===== src/hw/pwm_ctl_pkg.sv =====
// Contract
// [RULE1] primary dead time is 14 bits, bits 15-14 read zero
// [RULE2] separate 14-bit alternate dead time for the dead-time unit
// [RULE3] divider n emits one trigger per n+1 compare events
// [RULE4] first trigger waits the 6-bit count of pwm cycles after enable
// [RULE5] ownership bits pick pwm or gpio per pin, both reset to one
// [RULE6] polarity bit set makes that output active-low
// [RULE7] 2-bit pair mode: complementary, redundant, push-pull; 11 reserved
// [RULE8] override enables put override data bits on the high and low pins
// [RULE9] active fault in enabled mode forces fault data onto both pins
// [RULE10] active enabled current limit forces limit data onto both pins
// [RULE11] swap bit exchanges the high and low signals between pins
// [RULE12] override sync set applies overrides on time base, else immediately
// [RULE13] sync point is count zero edge-aligned, phase match center-aligned; code matches phase only with i_independent_tb set, else count zero
// [RULE14] software sets override sync before changing swap
// [RULE15] software leaves pair mode alone once the module is enabled
// [RULE16] with lock config set, control writes need the unlock sequence
// [RULE17] local time base equal to trigger compare raises an adc trigger; code compares only with i_independent_tb set and the module enabled
// [RULE18] 5-bit limit source: faults 1-4, comparators 1-4, rest reserved
// [RULE19] limit polarity set means active-low; limit mode enables limit action
// [RULE20] fault mode: 00 latched, 01 cycle, 11 disabled, 10 reserved
// [RULE21] phase register holds phase shift, or period in independent mode
// constants and types for the pwm output-stage control block
// assumes an axi4-lite master on the same clock
package pwm_ctl_pkg;
   localparam logic [5:0] ADDR_DEAD = 6'h00;
   localparam logic [5:0] ADDR_ALTDEAD = 6'h04;
   localparam logic [5:0] ADDR_TRGCTL = 6'h08;
   localparam logic [5:0] ADDR_PINCTL = 6'h0C;
   localparam logic [5:0] ADDR_TRIGGER_COMPARE = 6'h10;
   localparam logic [5:0] ADDR_FLTCTL = 6'h14;
   localparam logic [5:0] ADDR_PHASE = 6'h18;
   localparam logic [5:0] ADDR_UNLOCK = 6'h1C;
   localparam logic [5:0] ADDR_STATUS = 6'h20;
   localparam logic [15:0] UNLOCK_KEY1 = 16'h0055;
   localparam logic [15:0] UNLOCK_KEY2 = 16'h00AA;
   localparam logic [15:0] DEAD_MASK = 16'h3FFF;
   localparam logic [15:0] TRGCTL_MASK = 16'hF03F;
   localparam logic [15:0] FLTCTL_MASK = 16'h7FFF;
   localparam logic [15:0] PINCTL_RESET = 16'hC000;
   localparam logic [15:0] FLTCTL_RESET = 16'h00F8;
   localparam logic [1:0] RESP_OKAY = 2'h0;
   localparam logic [1:0] RESP_SLVERR = 2'h2;
   typedef enum logic [1:0] {MODE_COMP = 2'b00, MODE_REDUN = 2'b01, MODE_PUSH = 2'b10, MODE_RSVD = 2'b11} pair_mode_t;
   typedef enum logic [1:0] {FLT_LATCH = 2'b00, FLT_CYCLE = 2'b01, FLT_RSVD = 2'b10, FLT_OFF = 2'b11} fault_mode_t;
   typedef enum logic [1:0] {LK_IDLE = 2'b00, LK_KEY1 = 2'b01, LK_OPEN = 2'b10} lock_state_t;
   typedef struct packed {
      logic high_pin_owner;
      logic low_pin_owner;
      logic high_pin_polarity;
      logic low_pin_polarity;
      pair_mode_t pair_output_mode;
      logic high_override_enable;
      logic low_override_enable;
      logic [1:0] override_data;
      logic [1:0] fault_pin_data;
      logic [1:0] limit_pin_data;
      logic swap;
      logic override_sync;
   } pin_ctl_t;
   typedef struct packed {
      logic rsvd;
      logic [4:0] limit_source_select;
      logic limit_polarity;
      logic limit_mode_enable;
      logic [4:0] fault_source_select;
      logic fault_polarity;
      fault_mode_t fault_action_mode;
   } flt_ctl_t;
   typedef struct packed {
      logic high;
      logic low;
   } pin_pair_t;
endpackage


===== src/hw/pwm_output_deadtime_trigger_ctl.sv =====
// pwm generator output stage, dead-time and trigger configuration
// time base, fault/limit inputs come from logic on i_clk; sources are synchronised here
//
// The AXI4-Lite slave port and the placing of the registers were left to the implementer.
`timescale 1ns/100ps
module pwm_output_deadtime_trigger_ctl
(
   input wire logic i_clk,
   input wire logic i_rst_b,
   input wire logic i_ce,
   input wire logic i_awvalid,
   output logic o_awready,
   input wire logic [5:0] i_awaddr,
   input wire logic i_wvalid,
   output logic o_wready,
   input wire logic [31:0] i_wdata,
   input wire logic [3:0] i_wstrb,
   output logic o_bvalid,
   input wire logic i_bready,
   output logic [1:0] o_bresp,
   input wire logic i_arvalid,
   output logic o_arready,
   input wire logic [5:0] i_araddr,
   output logic o_rvalid,
   input wire logic i_rready,
   output logic [31:0] o_rdata,
   output logic [1:0] o_rresp,
   input wire logic i_write_lock_config,
   input wire logic i_module_enable,
   input wire logic i_center_aligned,
   input wire logic i_independent_tb,
   input wire logic [15:0] i_time_base,
   input wire logic i_pwm_cycle_start,
   input wire logic [3:0] i_fault_in,
   input wire logic [3:0] i_cmp_in,
   input wire pwm_ctl_pkg::pin_pair_t i_gen_out,
   input wire pwm_ctl_pkg::pin_pair_t i_gpio_out,
   output pwm_ctl_pkg::pin_pair_t o_pin,
   output logic o_adc_trigger,
   output logic [13:0] o_dead_time_value,
   output logic [13:0] o_alternate_dead_time_value,
   output logic [15:0] o_phase_or_period
);
   import pwm_ctl_pkg::*;

   logic [13:0] dead_ff;
   logic [13:0] altdead_ff;
   logic [3:0] trigger_divider_ff;
   logic [5:0] first_trigger_wait_ff;
   pin_ctl_t pinctl_ff;
   logic [15:0] trigger_compare_ff;
   flt_ctl_t fltctl_ff;
   logic [15:0] phase_ff;
   lock_state_t lock_ff;
   logic aw_ff, w_ff;
   logic [5:0] awaddr_ff;
   logic [31:0] wdata_ff;
   logic [3:0] wstrb_ff;
   logic [1:0] ovr_active_ff;
   logic [1:0] ovr_data_ff;
   logic [7:0] src_s1_ff, src_s2_ff;
   logic fault_latch_ff;
   logic [3:0] div_cnt_ff;
   logic [5:0] wait_cnt_ff;
   logic en_d_ff;
   logic do_write, wr_ok, ctl_locked;
   logic [15:0] wd, rd_val;
   logic fault_src, limit_src, fault_act, limit_act, sync_pt, cmp_hit;
   pin_pair_t gen_sw, ovr_in, drv;

   // merge 16-bit write data under byte strobes
   function automatic logic [15:0] merge16(input logic [15:0] old, input logic [31:0] d, input logic [3:0] s);
      merge16 = {s[1] ? d[15:8] : old[15:8], s[0] ? d[7:0] : old[7:0]};
   endfunction

   // pick one source of the eight documented codes
   function automatic logic pick_src(input logic [4:0] sel, input logic [7:0] src, input logic pol);
      logic v;
      v = 1'b0;
      if (sel[4:2] == 3'b000)
         v = src[{1'b0, sel[1:0]}];
      else if (sel[4:2] == 3'b010)
         v = src[{1'b1, sel[1:0]}];
      pick_src = ((sel[4:2] == 3'b000) || (sel[4:2] == 3'b010)) ? (v ^ pol) : 1'b0;
   endfunction

   // axi4-lite write path
   assign do_write = aw_ff && w_ff && !o_bvalid;
   assign wd = merge16(16'h0000, wdata_ff, wstrb_ff);
   assign ctl_locked = i_write_lock_config && (lock_ff != LK_OPEN); // see [RULE16]

   always_comb
   begin
      wr_ok = 1'b1;
      case (awaddr_ff)
         ADDR_DEAD, ADDR_ALTDEAD, ADDR_TRGCTL, ADDR_TRIGGER_COMPARE, ADDR_PHASE, ADDR_UNLOCK, ADDR_STATUS: wr_ok = 1'b1;
         ADDR_PINCTL, ADDR_FLTCTL: wr_ok = !ctl_locked; // see [RULE16]
         default: wr_ok = 1'b0;
      endcase
   end

   always_ff @(posedge i_clk or negedge i_rst_b)
   begin
      if (!i_rst_b)
      begin
         aw_ff <= 1'b0;
         w_ff <= 1'b0;
         awaddr_ff <= 6'h00;
         wdata_ff <= 32'h0000_0000;
         wstrb_ff <= 4'h0;
         o_awready <= 1'b0;
         o_wready <= 1'b0;
         o_bvalid <= 1'b0;
         o_bresp <= 2'h0;
      end
      else if (i_ce)
      begin
         o_awready <= !aw_ff && !o_awready && i_awvalid;
         o_wready <= !w_ff && !o_wready && i_wvalid;
         if (i_awvalid && o_awready)
         begin
            aw_ff <= 1'b1;
            awaddr_ff <= {i_awaddr[5:2], 2'b00};
         end
         if (i_wvalid && o_wready)
         begin
            w_ff <= 1'b1;
            wdata_ff <= i_wdata;
            wstrb_ff <= i_wstrb;
         end
         if (do_write)
         begin
            o_bvalid <= 1'b1;
            o_bresp <= wr_ok ? RESP_OKAY : RESP_SLVERR;
         end
         else if (o_bvalid && i_bready)
         begin
            o_bvalid <= 1'b0;
            aw_ff <= 1'b0;
            w_ff <= 1'b0;
         end
      end
   end

   // register storage
   always_ff @(posedge i_clk or negedge i_rst_b)
   begin
      if (!i_rst_b)
      begin
         dead_ff <= 14'h0000;
         altdead_ff <= 14'h0000;
         trigger_divider_ff <= 4'h0;
         first_trigger_wait_ff <= 6'h00;
         pinctl_ff <= PINCTL_RESET;
         trigger_compare_ff <= 16'h0000;
         fltctl_ff <= FLTCTL_RESET;
         phase_ff <= 16'h0000;
         lock_ff <= LK_IDLE;
      end
      else if (i_ce && do_write && wr_ok)
      begin
         case (awaddr_ff)
            ADDR_DEAD: dead_ff <= 14'(merge16({2'b00, dead_ff}, wdata_ff, wstrb_ff)); // see [RULE1]
            ADDR_ALTDEAD: altdead_ff <= 14'(merge16({2'b00, altdead_ff}, wdata_ff, wstrb_ff)); // see [RULE2]
            ADDR_TRGCTL:
            begin
               if (wstrb_ff[1])
                  trigger_divider_ff <= wdata_ff[15:12];
               if (wstrb_ff[0])
                  first_trigger_wait_ff <= wdata_ff[5:0];
            end
            ADDR_PINCTL: pinctl_ff <= merge16(pinctl_ff, wdata_ff, wstrb_ff); // see [RULE5]
            ADDR_TRIGGER_COMPARE: trigger_compare_ff <= merge16(trigger_compare_ff, wdata_ff, wstrb_ff);
            ADDR_FLTCTL: fltctl_ff <= merge16(fltctl_ff, wdata_ff, wstrb_ff) & FLTCTL_MASK;
            ADDR_PHASE: phase_ff <= merge16(phase_ff, wdata_ff, wstrb_ff); // see [RULE21]
            ADDR_UNLOCK:
            begin
               // two-key sequence opens one locked control write
               if (lock_ff == LK_IDLE && wd == UNLOCK_KEY1)
                  lock_ff <= LK_KEY1;
               else if (lock_ff == LK_KEY1 && wd == UNLOCK_KEY2)
                  lock_ff <= LK_OPEN; // see [RULE16]
               else
                  lock_ff <= LK_IDLE;
            end
            default: lock_ff <= lock_ff;
         endcase
         if (awaddr_ff == ADDR_PINCTL || awaddr_ff == ADDR_FLTCTL)
            lock_ff <= LK_IDLE;
      end
   end

   // axi4-lite read path
   always_comb
   begin
      rd_val = 16'h0000;
      case ({i_araddr[5:2], 2'b00})
         ADDR_DEAD: rd_val = {2'b00, dead_ff}; // see [RULE1]
         ADDR_ALTDEAD: rd_val = {2'b00, altdead_ff};
         ADDR_TRGCTL: rd_val = {trigger_divider_ff, 6'h00, first_trigger_wait_ff} & TRGCTL_MASK;
         ADDR_PINCTL: rd_val = pinctl_ff;
         ADDR_TRIGGER_COMPARE: rd_val = trigger_compare_ff;
         ADDR_FLTCTL: rd_val = fltctl_ff;
         ADDR_PHASE: rd_val = phase_ff;
         ADDR_UNLOCK: rd_val = {14'h0000, lock_ff};
         ADDR_STATUS: rd_val = {11'h000, limit_act, fault_act, fault_latch_ff, ovr_active_ff};
         default: rd_val = 16'h0000;
      endcase
   end

   always_ff @(posedge i_clk or negedge i_rst_b)
   begin
      if (!i_rst_b)
      begin
         o_arready <= 1'b0;
         o_rvalid <= 1'b0;
         o_rdata <= 32'h0000_0000;
         o_rresp <= 2'h0;
      end
      else if (i_ce)
      begin
         o_arready <= !o_arready && !o_rvalid && i_arvalid;
         if (i_arvalid && o_arready)
         begin
            o_rvalid <= 1'b1;
            o_rdata <= {16'h0000, rd_val};
            o_rresp <= (i_araddr[5:2] > ADDR_STATUS[5:2]) ? RESP_SLVERR : RESP_OKAY;
         end
         else if (o_rvalid && i_rready)
            o_rvalid <= 1'b0;
      end
   end

   // source synchronisers and protection
   always_ff @(posedge i_clk or negedge i_rst_b)
   begin
      if (!i_rst_b)
      begin
         src_s1_ff <= 8'h00;
         src_s2_ff <= 8'h00;
      end
      else if (i_ce)
      begin
         src_s1_ff <= {i_cmp_in, i_fault_in};
         src_s2_ff <= src_s1_ff;
      end
   end

   assign fault_src = pick_src(fltctl_ff.fault_source_select, src_s2_ff, fltctl_ff.fault_polarity);
   assign limit_src = pick_src(fltctl_ff.limit_source_select, src_s2_ff, fltctl_ff.limit_polarity); // see [RULE18] [RULE19]
   assign limit_act = limit_src && fltctl_ff.limit_mode_enable; // see [RULE19]
   assign fault_act = (fltctl_ff.fault_action_mode == FLT_CYCLE) ? fault_src :
                      (fltctl_ff.fault_action_mode == FLT_LATCH) ? (fault_src || fault_latch_ff) : 1'b0; // see [RULE20]

   // latched fault clears at a cycle start once the source is gone
   always_ff @(posedge i_clk or negedge i_rst_b)
   begin
      if (!i_rst_b)
         fault_latch_ff <= 1'b0;
      else if (i_ce)
      begin
         if (fault_src && fltctl_ff.fault_action_mode == FLT_LATCH)
            fault_latch_ff <= 1'b1; // see [RULE20]
         else if (i_pwm_cycle_start || fltctl_ff.fault_action_mode != FLT_LATCH)
            fault_latch_ff <= 1'b0;
      end
   end

   // override apply point
   assign sync_pt = (i_center_aligned && i_independent_tb) ? (i_time_base == phase_ff) : (i_time_base == 16'h0000); // see [RULE13]

   always_ff @(posedge i_clk or negedge i_rst_b)
   begin
      if (!i_rst_b)
      begin
         ovr_active_ff <= 2'b00;
         ovr_data_ff <= 2'b00;
      end
      else if (i_ce && (!pinctl_ff.override_sync || sync_pt))
      begin
         ovr_active_ff <= {pinctl_ff.high_override_enable, pinctl_ff.low_override_enable}; // see [RULE12]
         ovr_data_ff <= pinctl_ff.override_data; // see [RULE12]
      end
   end

   // output mux: swap, override, limit, fault, polarity, owner
   always_comb
   begin
      gen_sw = i_gen_out;
      if (pinctl_ff.swap)
      begin
         gen_sw.high = i_gen_out.low; // see [RULE11]
         gen_sw.low = i_gen_out.high;
      end
      case (pinctl_ff.pair_output_mode) // see [RULE7]
         MODE_COMP: gen_sw.low = !gen_sw.high;
         MODE_REDUN: gen_sw.low = gen_sw.high;
         default: gen_sw.low = gen_sw.low;
      endcase
      drv.high = ovr_active_ff[1] ? ovr_data_ff[1] : gen_sw.high; // see [RULE8]
      drv.low = ovr_active_ff[0] ? ovr_data_ff[0] : gen_sw.low;
      if (limit_act)
         drv = '{high: pinctl_ff.limit_pin_data[1], low: pinctl_ff.limit_pin_data[0]}; // see [RULE10]
      if (fault_act)
         drv = '{high: pinctl_ff.fault_pin_data[1], low: pinctl_ff.fault_pin_data[0]}; // see [RULE9]
      drv.high = drv.high ^ pinctl_ff.high_pin_polarity; // see [RULE6]
      drv.low = drv.low ^ pinctl_ff.low_pin_polarity;
      ovr_in.high = pinctl_ff.high_pin_owner ? drv.high : i_gpio_out.high; // see [RULE5]
      ovr_in.low = pinctl_ff.low_pin_owner ? drv.low : i_gpio_out.low;
   end

   // trigger compare, start wait and divider
   assign cmp_hit = i_module_enable && i_independent_tb && (i_time_base == trigger_compare_ff); // see [RULE17]

   always_ff @(posedge i_clk or negedge i_rst_b)
   begin
      if (!i_rst_b)
      begin
         en_d_ff <= 1'b0;
         wait_cnt_ff <= 6'h00;
         div_cnt_ff <= 4'h0;
         o_adc_trigger <= 1'b0;
      end
      else if (i_ce)
      begin
         en_d_ff <= i_module_enable;
         o_adc_trigger <= 1'b0;
         if (i_module_enable && !en_d_ff)
         begin
            wait_cnt_ff <= first_trigger_wait_ff; // see [RULE4]
            div_cnt_ff <= 4'h0;
         end
         else if (wait_cnt_ff != 6'h00)
         begin
            if (i_pwm_cycle_start)
               wait_cnt_ff <= wait_cnt_ff - 6'h01; // see [RULE4]
         end
         else if (cmp_hit)
         begin
            if (div_cnt_ff >= trigger_divider_ff)
            begin
               div_cnt_ff <= 4'h0;
               o_adc_trigger <= 1'b1; // see [RULE3]
            end
            else
               div_cnt_ff <= div_cnt_ff + 4'h1;
         end
      end
   end

   // registered outputs
   always_ff @(posedge i_clk or negedge i_rst_b)
   begin
      if (!i_rst_b)
      begin
         o_pin <= 2'b00;
         o_dead_time_value <= 14'h0000;
         o_alternate_dead_time_value <= 14'h0000;
         o_phase_or_period <= 16'h0000;
      end
      else if (i_ce)
      begin
         o_pin <= ovr_in;
         o_dead_time_value <= dead_ff;
         o_alternate_dead_time_value <= altdead_ff;
         o_phase_or_period <= phase_ff;
      end
   end

   fault_forces_a: assert property (@(posedge i_clk) disable iff (!i_rst_b)
      i_ce && fault_act && pinctl_ff.high_pin_owner |=> o_pin.high == ($past(pinctl_ff.fault_pin_data[1]) ^ $past(pinctl_ff.high_pin_polarity)))
      else $error("fault data not on high pin"); // see [RULE9]
   limit_forces_a: assert property (@(posedge i_clk) disable iff (!i_rst_b)
      i_ce && limit_act && !fault_act && pinctl_ff.low_pin_owner |=> o_pin.low == ($past(pinctl_ff.limit_pin_data[0]) ^ $past(pinctl_ff.low_pin_polarity)))
      else $error("limit data not on low pin"); // see [RULE10]
   gpio_owner_a: assert property (@(posedge i_clk) disable iff (!i_rst_b)
      i_ce && !pinctl_ff.high_pin_owner |=> o_pin.high == $past(i_gpio_out.high))
      else $error("gpio not on high pin"); // see [RULE5]
   trig_cause_a: assert property (@(posedge i_clk) disable iff (!i_rst_b)
      o_adc_trigger |-> $past(cmp_hit) && $past(div_cnt_ff) >= $past(trigger_divider_ff))
      else $error("trigger without compare"); // see [RULE3] [RULE17]
   trig_wait_a: assert property (@(posedge i_clk) disable iff (!i_rst_b)
      wait_cnt_ff != 6'h00 |=> !o_adc_trigger)
      else $error("trigger during start wait"); // see [RULE4]
   lock_write_a: assert property (@(posedge i_clk) disable iff (!i_rst_b)
      i_ce && do_write && ctl_locked && awaddr_ff == ADDR_PINCTL |=> $stable(pinctl_ff) && o_bresp == RESP_SLVERR)
      else $error("locked control written"); // see [RULE16]
   ovr_sync_a: assert property (@(posedge i_clk) disable iff (!i_rst_b)
      i_ce && pinctl_ff.override_sync && !sync_pt |=> $stable(ovr_active_ff) && $stable(ovr_data_ff))
      else $error("override changed off sync point"); // see [RULE12] [RULE13]
   dead_read_a: assert property (@(posedge i_clk) disable iff (!i_rst_b)
      o_rvalid |-> o_rdata[31:14] == 18'h00000 || $past(i_araddr[5:2]) != 4'h0)
      else $error("dead time upper bits nonzero"); // see [RULE1]
   comp_mode_a: assert property (@(posedge i_clk) disable iff (!i_rst_b)
      i_ce && pinctl_ff.pair_output_mode == MODE_COMP && !fault_act && !limit_act && ovr_active_ff == 2'b00
      && pinctl_ff.high_pin_owner && pinctl_ff.low_pin_owner |=> (o_pin.high ^ $past(pinctl_ff.high_pin_polarity)) !=
      (o_pin.low ^ $past(pinctl_ff.low_pin_polarity)))
      else $error("complementary pair not opposite"); // see [RULE7] [RULE11]
   trig_c: cover property (@(posedge i_clk) o_adc_trigger);
   fault_c: cover property (@(posedge i_clk) fault_act && i_ce);
   write_c: cover property (@(posedge i_clk) o_bvalid && i_bready);
endmodule


===== config.mk =====
export PLATFORM = sky130hd
export DESIGN_NAME = pwm_output_deadtime_trigger_ctl
export DESIGN_NICKNAME = d
export VERILOG_FILES = /design/src/hw/pwm_ctl_pkg.sv /design/src/hw/pwm_output_deadtime_trigger_ctl.sv
export SDC_FILE = /design/constraint.sdc
export NUM_CORES = 1
export LEC_CHECK = 0
export ABC_AREA = 1
export BUFFER_PORTS_ARGS = -buffer_cell sky130_fd_sc_hd__buf_2
export CORE_AREA = 2 2 169 171
export CTS_BUF_LIST = sky130_fd_sc_hd__clkbuf_8
export DETAILED_ROUTE_END_ITERATION = 10
export DIE_AREA = 0 0 171 173
export GPL_TIMING_DRIVEN = 0
export PLACE_DENSITY = 0.73
export SLEW_MARGIN = 15
export SYNTH_ARGS = -nofsm -noshare
export SYNTH_HDL_FRONTEND = slang
export SYNTH_SLANG_ARGS = --single-unit

===== constraint.sdc =====
create_clock -name i_clk -period 1.7 [get_ports i_clk]
set_clock_uncertainty 0.05 [all_clocks]
set_input_delay 0.34 -clock i_clk [delete_from_list [all_inputs] [get_ports i_clk]]
set_output_delay 0.34 -clock i_clk [all_outputs]
set_load 0.1 [all_outputs]

==> impl_metrics.py, run 1 <==
metrics = {
    "global_routing": {
        "track_usage": 0.271,
        "antenna_found_initial": 1,
        "grt_pass1_vias": 10205,
        "grt_overflow": 0,
        "grt_pass1_wl_mm": 60.3,
        "grt_max_degree": 88,
    },
    "synthesis": {
        "synth_ff_type": "dfrtp_1",
        "netlist_area_um2": 11000,
        "synth-seq-cells": 229,
        "synth_edf_count": 0,
        "ys_warn_count": 0,
        "synth_cells": 1304,
        "synth_async_sr_flop_share": 1.00,
        "avgSynthCellArea_um2": 8.43,
        "synth_cell_types": 50,
        "seq_area_frac_synth": 0.522,
    },
    "timing": {
        "rsz0062_at_grt": "true",
        "holdWs_ns": -0.327,
        "min_period_over_period": 1.20,
        "fmax_mhz": 492,
        "fin_setup_tns_ns": -17.96,
        "maxSlewHeadroom": 0.588,
        "tightest_slew_ns": 0.618,
        "finalSetupViolCount": 110,
        "worst_slack_ns": -0.332,
        "hold_viol": 69,
        "min_period_ns": 2.03,
        "slew_viol_final": 0,
    },
    "floorplanning": {
        "die_h_um": 173,
        "num_rows": 61,
        "placeableCoreArea_um2": 27600,
        "num_io_pins": 177,
        "die_x_um": 171,
        "dieArea_um2": 29600,
        "initial_utilization": 0.398,
    },
    "critical_path": {
        "cpPeakStageDelay_ns": 0.56,
        "endpoint": "o_pin[0]",
        "timing.rr.start": "fltctl_ff[3]",
        "r2r_slack_ns": -0.33,
        "path_cells": "clkinvlp_4, nand2_2, nand3_2, nand3_2, nand2_2, nand2_4, nand4_1, nand2_2, nand2_1, nand3_1, nand3_2, nand2_1, nand2_1",
        "worst_setup_path_start_kind": "register",
        "crit_type": "reg -> reg",
        "crit_start": "fltctl_ff[3]",
        "endpoint_kind": "register",
        "reg2reg_depth": 13,
        "path_depth": 13,
        "cp_slowest_cell": "dfstp_2",
        "worstPathMaxFanout": 6,
        "cp_top_family": "simple AND/OR/NAND/NOR gates",
        "required_ns": 2.09,
        "r2r_end": "o_pin[0]",
        "critPathBufInv": 1,
        "cp_data_arrival_time_ns": 2.42,
    },
    "clock_tree": {
        "clock_latency_ns": 0.56,
        "cts_hold_buf": 30,
        "cts_buffers": 40,
        "clock_path_buffers": 3,
        "cts_sinks": 229,
        "clk_pin_slew_ns": 0.06,
        "cts_max_level": 2,
        "clockRootBuffer": "clkbuf_8",
        "cts_tree": "done",
    },
    "routing": {
        "ant_nets": 0,
        "initialDrtViolationCount": 1138,
        "viasPerCell": 5.33,
        "drt_wl_total_mm": 41.3,
        "drtPass1Iterations": 5,
        "drc": 0,
        "num_vias": 10731,
        "drt-wirelength-per-cell_um": 20.5,
    },
    "run_status": {
        "violations": "negative hold slack, negative setup slack",
        "run_status": "complete, but fails checks",
    },
    "placement": {
        "hpwl_mm": 28.7,
        "gp_congestion": 1.04,
        "numPlacedInstances": 1836,
        "port_buffers": 135,
    },
    "final_layout": {
        "drive_gt1_frac": 0.344,
        "nNetsFinal": 1699,
        "antenna_cells": 0,
        "fin_cells": 2013,
        "syn_to_final_growth_pct": 38.7,
    },
    "power_and_ir_drop": {
        "power.leakage_nw": 7.65,
        "powerDensity_nw_per_um2": 1380,
        "ir_worst_vdd_mv": 1.54,
        "finalPower_mw": 21.1,
    },
    "min_path": {
        "holdCritPathClass": "in -> async",
    },
    "job": {
        "maxCapViolations": 0,
    },
}
[Yosys cell counts (2+ instances only)]
library cell | number | area [um2]
inv_1 | 142 | 533
buf_4 | 20 | 150
a2111oi_0 | 2 | 17.5
a21oi_1 | 33 | 165
a21o_1 | 5 | 37.5
inv_2 | 4 | 15.0
buf_6 | 9 | 101
o21ai_2 | 10 | 87.6
o221ai_1 | 5 | 43.8
dfstp_2 | 7 | 184
mux2_2 | 2 | 22.5
clkbuf_1 | 28 | 105
o21ai_0 | 116 | 581
o21ai_1 | 37 | 185
a221oi_1 | 6 | 52.6
xnor2_1 | 6 | 52.6
nand2_4 | 4 | 45.0
xor2_1 | 11 | 96.3
buf_2 | 2 | 10.0
dfrtp_1 | 222 | 5560
nor2_1 | 37 | 139
nor3_1 | 10 | 50.1
o22ai_1 | 36 | 225
nor2_4 | 6 | 67.6
nand4_1 | 16 | 100
o31ai_1 | 4 | 30.0
nand2_1 | 423 | 1590
o2111ai_1 | 5 | 43.8
nand2_2 | 4 | 25.0
ha_1 | 7 | 87.6
o211ai_1 | 4 | 30.0
nor4_1 | 8 | 50.1
nor2_8 | 5 | 100
o21a_1 | 9 | 67.6
nand3_1 | 44 | 220
[flip-flops by register name, indices dropped and copies added, names as in the netlist, 6 cells and up]
| name | flops |
|---|---|
| o_rdata | 16 |
| o_phase_or_period | 16 |
| wdata_ff | 16 |
| dead_ff | 14 |
| altdead_ff | 14 |
| pinctl_ff | 16 |
| trigger_compare_ff | 16 |
| first_trigger_wait_ff | 6 |
| o_dead_time_value | 14 |
| fltctl_ff | 15 |
| wait_cnt_ff | 6 |
| src_s2_ff | 8 |
| src_s1_ff | 8 |
| o_alternate_dead_time_value | 14 |
| phase_ff | 16 |
[how the worst min path moves through the flow]
stage	slack, ns	to	cells past startpoint
after floorplan	-0.006	altdead_ff[0]	0
after global placement	0.40	o_phase_or_period[4]	2
after detailed placement	0.28	o_phase_or_period[8]	1
after CTS	-0.29	o_phase_or_period[8]	1
after global routing	-0.28	o_phase_or_period[8]	1
final	-0.33	o_phase_or_period[8]	1
[layer usage]
layer,global-route usage,routed length [um],vias up
met3,0.0508,3680,135
li1,-,-,4852
met5,0,0,-
met2,0.416,18900,566
met4,0.119,1940,0
met1,0.372,16800,5178
[final cells by class]
class                           count  area [um2]
Clock inverter                     29         148
Multi-Input combinational cell    882        5220
Inverter                          149         608
Buffer                             59         407
Clock buffer                       45         619
Fill cell                        2469       12400
Tap cell                          378         473
Sequential cell                   229        5760
Timing Repair Buffer              242        2020
[where the power goes]
group          internal (mW)  switching (mW)  total [mW]
Sequential              6.61            1.78        8.39
Combinational           2.13            5.61        7.74
Clock                   2.58            2.36        4.94
[cell usage in the layout, fill, tap and decap left out, drive strengths merged, types with 8 or more instances in the layout]
master | Yosys | routed
nor2 | 49 | 49
a21oi | 33 | 33
dlygate4sd3 | 0 | 30
nor4 | 8 | 8
nand3 | 45 | 45
o21ai | 163 | 163
clkbuf | 28 | 72
inv | 148 | 165
nand4 | 16 | 16
xor2 | 11 | 11
nor3 | 10 | 10
buf | 33 | 244
dfrtp | 222 | 222
o22ai | 36 | 36
conb | 1 | 18
o21a | 9 | 9
nand2 | 432 | 432
[repair_timing]
item / CTS / global route
gates cloned: 12 / 1
resized for setup: 231 / 203
hold endpoints to repair: 99 / 69
endpoints found under the setup margin: 255 / 157
pin swaps: 36 / 51
setup buffers: 42 / 20
[per-stage QoR]
stage / utilization / instance area [um2] / hold slack [ns] / worst slack [ns]
final: 0.552 / 15200 / -0.327 / -0.332
after global routing: 0.552 / 15200 / -0.278 / -0.412
after CTS: 0.521 / 14400 / -0.294 / -0.263
after detailed placement: 0.445 / 12300 / 0.282 / -0.972
after global placement: 0.443 / 12200 / 0.400 / -4.53
after floorplan: - / 11100 / -0.00559 / -0.134
[kinds of logic after synthesis]
kind of cell / share of synthesized area
other cells: 0.000341
compound gates: 0.145
simple gates: 0.223
flops: 0.522
mux: 0.00205
buf+inv: 0.0866
fa+ha+maj: 0.00797
xor+xnor: 0.0135
(Power assumes the default switching activity.)
==> inputs of run 2 (changes only) <==
--- a/config.mk
+++ b/config.mk
@@ -13,6 +13,7 @@
 export DIE_AREA = 0 0 171 173
 export GPL_TIMING_DRIVEN = 0
 export PLACE_DENSITY = 0.73
+export SETUP_SLACK_MARGIN = 0.15
 export SLEW_MARGIN = 15
 export SYNTH_ARGS = -nofsm -noshare
 export SYNTH_HDL_FRONTEND = slang
==> impl_metrics.py, run 2 (synthesis gave the netlist of run 1 again) <==
metrics = {
    "run_status": {
        "run_status": "complete, but fails checks",
        "violations": "negative hold slack, negative setup slack",
    },
    "routing": {
        "drt_wl_total_mm": 41.5,
        "drc": 0,
        "viasPerCell": 5.28,
        "num_vias": 10719,
        "drt-wirelength-per-cell_um": 20.4,
        "ant_nets": 0,
        "initialDrtViolationCount": 1035,
        "drtPass1Iterations": 5,
    },
    "floorplanning": {
        "die_h_um": 173,
        "initial_utilization": 0.398,
        "placeableCoreArea_um2": 27600,
        "die_x_um": 171,
        "num_rows": 61,
        "dieArea_um2": 29600,
        "num_io_pins": 177,
    },
    "critical_path": {
        "worst_setup_path_start_kind": "register",
        "cpPeakStageDelay_ns": 0.58,
        "required_ns": 2.08,
        "crit_type": "reg -> reg",
        "cp_slowest_cell": "dfstp_2",
        "path_common_cell": "nand3_2",
        "cp_data_arrival_time_ns": 2.32,
        "path_cells": "nand2_1, nand3_2, nand3_2, nand2_1, nand2_2, nand3_2, nor2_2, nor2_4, nand2_2, nand3_2, nand3_2, nand2_1, nand2_1",
        "endpoint_kind": "register",
        "cp_top_family": "simple AND/OR/NAND/NOR gates",
        "critPathBufInv": 0,
        "worstPathMaxFanout": 5,
    },
    "clock_tree": {
        "cts_sinks": 229,
        "clock_latency_ns": 0.56,
        "clk_pin_slew_ns": 0.06,
        "cts_hold_buf": 29,
        "cts_max_level": 2,
        "cts_tree": "done",
        "cts_buffers": 40,
        "clockRootBuffer": "clkbuf_8",
        "clock_path_buffers": 3,
    },
    "final_layout": {
        "seqCellArea_um2": 5770,
        "multi_input_area_um2": 5330,
        "final_common_cell": "nand2_1",
        "syn_to_final_growth_pct": 48.7,
        "most-common-layout-cells": "nand2_1 (330), dfrtp_1 (205), inv_1 (138)",
        "post-route-util": 0.592,
        "drive_gt1_frac": 0.375,
        "fillCellCount": 2300,
        "nNetsFinal": 1719,
        "fin_cells": 2032,
        "antenna_cells": 0,
        "final_area_um2": 16400,
    },
    "placement": {
        "port_buffers": 135,
        "numPlacedInstances": 1836,
        "gp_congestion": 0.977,
        "placed_cell_area_um2": 12300,
        "hpwl_mm": 28.6,
    },
    "timing": {
        "rsz0062_at_grt": "true",
        "maxSlewHeadroom": 0.582,
        "min_period_ns": 1.94,
        "worst_slack_ns": -0.242,
        "hold_viol": 72,
        "slew_viol_final": 0,
        "fmax_mhz": 515,
        "min_period_over_period": 1.14,
        "tightest_slew_ns": 0.627,
        "finalSetupViolCount": 116,
        "holdWs_ns": -0.311,
    },
    "global_routing": {
        "grt_pass1_wl_mm": 60.5,
        "grt_max_degree": 85,
        "grt_overflow": 0,
        "antenna_found_initial": 0,
        "track_usage": 0.271,
        "grt_pass1_vias": 10272,
    },
    "power_and_ir_drop": {
        "ir_worst_vdd_mv": 1.22,
        "finalPower_mw": 22.6,
        "powerDensity_nw_per_um2": 1380,
        "power.leakage_nw": 8.09,
    },
    "min_path": {
        "holdCritPathClass": "in -> async",
    },
    "job": {
        "maxCapViolations": 0,
    },
}
run 2: changes by cell type in the layout (fill, tap and decap cells not counted), sizes merged:
cell         delta
clkinv          -1
clkbuf          +6
clkinvlp        -5
buf            +21
dlygate4sd3     -1
inv             -1
run 2: power by group:
group          internal [mW]  leakage (nW)  switching, mW
Sequential              6.62          2.66           1.95
Clock                   2.85         0.488           2.32
Combinational           3.16          4.95           5.72
Total                   12.6          8.09           9.98
run 2: path summary, 6_finish.rpt:
| check | from | to | slack [ns] | depth (start not counted) |
|---|---|---|---|---|
| max in group asynchronous | i_rst_b | wdata_ff[3] | 0.66 | 3 |
| setup reg to reg | fltctl_ff[3] | o_pin[0] | -0.24 | 13 |
| hold reg to reg | src_s1_ff[3] | src_s2_ff[3] | 0.42 | 2 |
| min in group i_clk | i_wdata[14] | wdata_ff[14] | 0.02 | 3 |
| hold / removal | i_rst_b | o_phase_or_period[10] | -0.31 | 1 |
| setup / recovery | fltctl_ff[3] | o_pin[0] | -0.24 | 13 |
run 2: timing repair:
item	CTS	global route
gates cloned	12	1
hold endpoints to repair	101	72
setup buffers	49	32
gates resized for setup	377	296
setup endpoints to repair	270	216
pin swaps	47	41
run 2: metrics by stage:
stage | worst slack [ns] | TNS, ns | hold slack (ns)
after detailed placement | -1.01 | -124.87 | 0.299
after global routing | -0.353 | -24.76 | -0.272
final | -0.242 | -15.79 | -0.311
after CTS | -0.202 | -13.82 | -0.285
after global placement | -4.52 | -965.14 | 0.402
after floorplan | -0.133 | -6.08 | -0.00559
run 2: worst register-to-register path, delay by kind of cell (launching register included):
family / cells / cell delay (ns)
flops: 1 / 0.58
simple gates: 13 / 1.19
run 2: cell type report:
cell class / instances / share of cell area
tap: 378 / 0.0289
clock buffer: 51 / 0.0429
sequential: 229 / 0.353
clock inverter: 22 / 0.00719
buffer: 61 / 0.0265
timing repair buffer: 260 / 0.179
inverter: 149 / 0.0366
multi-input combinational: 882 / 0.326
run 2: metal layers:
metal  vias up  track usage  wire (um)
met5         -            0          0
met4         0       0.0865       1510
met3        93       0.0442       3440
met2       477        0.428      19700
met1      5255        0.380      16900
li1       4894            -          -
==> inputs of run 3 (changes only) <==
--- a/config.mk
+++ b/config.mk
@@ -5,14 +5,15 @@
 export SDC_FILE = /design/constraint.sdc
 export NUM_CORES = 1
 export LEC_CHECK = 0
-export ABC_AREA = 1
-export BUFFER_PORTS_ARGS = -buffer_cell sky130_fd_sc_hd__buf_2
-export CORE_AREA = 2 2 169 171
+export ABC_AREA = 0
+export CAP_MARGIN = 10
+export CORE_AREA = 2 2 166 168
 export CTS_BUF_LIST = sky130_fd_sc_hd__clkbuf_8
 export DETAILED_ROUTE_END_ITERATION = 10
-export DIE_AREA = 0 0 171 173
+export DIE_AREA = 0 0 168 170
+export DONT_BUFFER_PORTS = 1
 export GPL_TIMING_DRIVEN = 0
-export PLACE_DENSITY = 0.73
+export PLACE_DENSITY = 0.67
 export SETUP_SLACK_MARGIN = 0.15
 export SLEW_MARGIN = 15
 export SYNTH_ARGS = -nofsm -noshare
==> impl_metrics.py, run 3 <==
metrics = {
    "run_status": {
        "run_status": "complete, but fails checks",
        "violations": "negative hold slack, negative setup slack",
    },
    "timing": {
        "slew_viol_final": 0,
        "fmax_mhz": 358,
        "hold_viol": 229,
        "min_period_over_period": 1.64,
        "rsz0062_at_grt": "true",
        "maxSlewHeadroom": 0.376,
        "tightest_slew_ns": 0.936,
        "holdWs_ns": -0.543,
        "min_period_ns": 2.79,
        "worst_slack_ns": -1.09,
        "finalSetupViolCount": 125,
    },
    "power_and_ir_drop": {
        "powerDensity_nw_per_um2": 1530,
        "combPwrFrac": 0.232,
        "pwr-share-clk": 0.230,
        "netSwitchingFraction": 0.422,
        "pwr-share-seq": 0.538,
        "ir_worst_vdd_mv": 0.776,
        "p_int_mw": 12.8,
        "power.leakage_nw": 6.27,
        "switchingPower_mw": 9.32,
    },
    "final_layout": {
        "final_common_cell": "dfrtp_1",
        "seqCellArea_um2": 5990,
        "drive_gt1_frac": 0.536,
        "most-common-layout-cells": "dfrtp_1 (151), mux2_2 (110), mux2_4 (84)",
        "multi_input_area_um2": 5580,
        "nNetsFinal": 1082,
        "syn_to_final_growth_pct": 36.7,
        "fillCellCount": 2177,
        "antenna_cells": 0,
    },
    "clock_tree": {
        "cts_tree": "done",
        "clock_path_buffers": 3,
        "clock_latency_ns": 0.55,
        "clk_pin_slew_ns": 0.06,
        "cts_sinks": 229,
        "cts_max_level": 2,
        "cts_buffers": 41,
        "cts_hold_buf": 36,
        "clockRootBuffer": "clkbuf_8",
    },
    "critical_path": {
        "required_ns": 2.07,
        "worstPathMaxFanout": 6,
        "cp_data_arrival_time_ns": 3.16,
        "timing.rr.start": "fltctl_ff[11]",
        "crit_start": "fltctl_ff[11]",
        "worst_setup_path_start_kind": "register",
        "crit_type": "reg -> reg",
        "endpoint_kind": "register",
    },
    "global_routing": {
        "grt_max_degree": 230,
        "grt_overflow": 0,
        "track_usage": 0.234,
        "grt_pass1_vias": 7873,
        "grt_pass1_wl_mm": 49.8,
        "antenna_found_initial": 0,
    },
    "min_path": {
        "holdCritPathClass": "in -> async",
    },
    "floorplanning": {
        "die_x_um": 168,
        "num_rows": 60,
        "dieArea_um2": 28600,
        "num_io_pins": 177,
        "placeableCoreArea_um2": 26700,
        "initial_utilization": 0.395,
        "die_h_um": 170,
    },
    "synthesis": {
        "ys_top_cells_by_count": "dfrtp_1 (222), mux2_2 (193), a22oi_1 (35)",
        "synth_edf_count": 0,
        "synth_ff_type": "dfrtp_1",
        "synth-seq-cells": 229,
        "synth_cell_types": 59,
        "synth_most_common_cell": "dfrtp_1",
        "synth_cells": 821,
        "netlist_area_um2": 10500,
        "ys_warn_count": 0,
        "seq_area_frac_synth": 0.545,
        "synth_async_sr_flop_share": 1.00,
        "synth_top_area_frac": 0.527,
        "synth_area_leader_cell": "dfrtp_1",
        "ys_top_cells_by_area": "dfrtp_1 (53%), mux2_2 (21%), xnor2_1 (2.6%)",
        "avgSynthCellArea_um2": 12.8,
    },
    "routing": {
        "num_vias": 7646,
        "drt-wirelength-per-cell_um": 25.0,
        "initialDrtViolationCount": 577,
        "drc": 0,
        "viasPerCell": 5.64,
        "ant_nets": 0,
        "drtPass1Iterations": 7,
        "drt_wl_total_mm": 33.8,
    },
    "placement": {
        "gp_congestion": 0.925,
        "dpl_worst_slack_ns": -1.31,
        "hpwl_mm": 22.4,
        "port_buffers": 0,
    },
    "job": {
        "maxCapViolations": 0,
    },
}
[run 3: layout make-up]
cell class | count | share of cell area
inverters | 18 | 0.00469
plain buffers | 49 | 0.0284
multi-input cells | 542 | 0.387
flip-flops and latches | 229 | 0.416
repair buffers | 105 | 0.0789
clock inverters | 26 | 0.0125
well taps | 341 | 0.0296
clock buffers | 45 | 0.0430
[run 3: power groups by stage]
stage               clock network, mW  logic, mW  registers (mW)
floorplan                           0       3.19            10.8
global placement                    0       3.63            11.6
detailed placement                  0       3.73            11.7
CTS                              5.18       4.67            11.8
global route                     5.43       5.44            12.0
finish                           5.08       5.11            11.9
[run 3: cells by family (layout without fill, tap and decap cells)]
logic type | after synthesis | count (layout) | synth area share
flops | 229 | 229 | 0.545
mux | 209 | 209 | 0.227
simple gates | 144 | 144 | 0.0719
compound gates | 127 | 127 | 0.0857
buf+inv | 67 | 243 | 0.0310
xor+xnor | 37 | 37 | 0.0307
fa+ha+maj | 7 | 7 | 0.00831
other cells | 1 | 18 | 0.000356
[run 3: worst max-delay path: stages, from the launching register on]
cell      delay (ns)
dfrtp_1         0.37
buf_6           0.15
mux2i_1         0.12
mux4_2          0.57
mux2i_4         0.26
mux2_4          0.34
mux2i_4         0.21
and4bb_2        0.25
or3_1           0.34
[run 3: final timing paths]
kind	to	slack [ns]	depth (start not counted)
worst max-delay path	o_pin[1]	-1.09	8
min in group i_clk	div_cnt_ff[0]	0.04	3
worst max register to register	o_pin[1]	-1.09	8
worst min-delay path	wdata_ff[15]	-0.54	0
max in group asynchronous	o_rdata[7]	1.65	0
worst min register to register	src_s2_ff[0]	0.46	1
[run 3: repair_timing]
action                                  in CTS  in global routing
gates resized for setup                    233                 47
endpoints found under the setup margin     231                218
endpoints found under the hold margin      267                229
buffers inserted                            51                 14
cloned                                       3                  1
pin swaps                                   41                 24
[run 3: per-stage QoR]
| stage | std cells | power, mW | TNS, ns | cell area (um2) | util |
|---|---|---|---|---|---|
| finish | 1355 | 22.1 | -60.65 | 14400 | 0.541 |
| CTS | 1340 | 21.6 | -59.88 | 14100 | 0.530 |
| global placement | 1179 | 15.3 | -99.21 | 11700 | 0.439 |
| global route | 1355 | 22.9 | -67.70 | 14400 | 0.541 |
| detailed placement | 1179 | 15.4 | -101.49 | 11700 | 0.439 |
| floorplan | 838 | 14.0 | -47.60 | 11300 | - |
[run 3: routing by layer]
metal | global-route usage | share of wire | vias to the layer above
li1 | - | - | 3328
met1 | 0.297 | 0.41 | 3900
met2 | 0.368 | 0.46 | 349
met3 | 0.0884 | 0.098 | 69
met4 | 0.0847 | 0.032 | 0
met5 | 0 | 0 | -
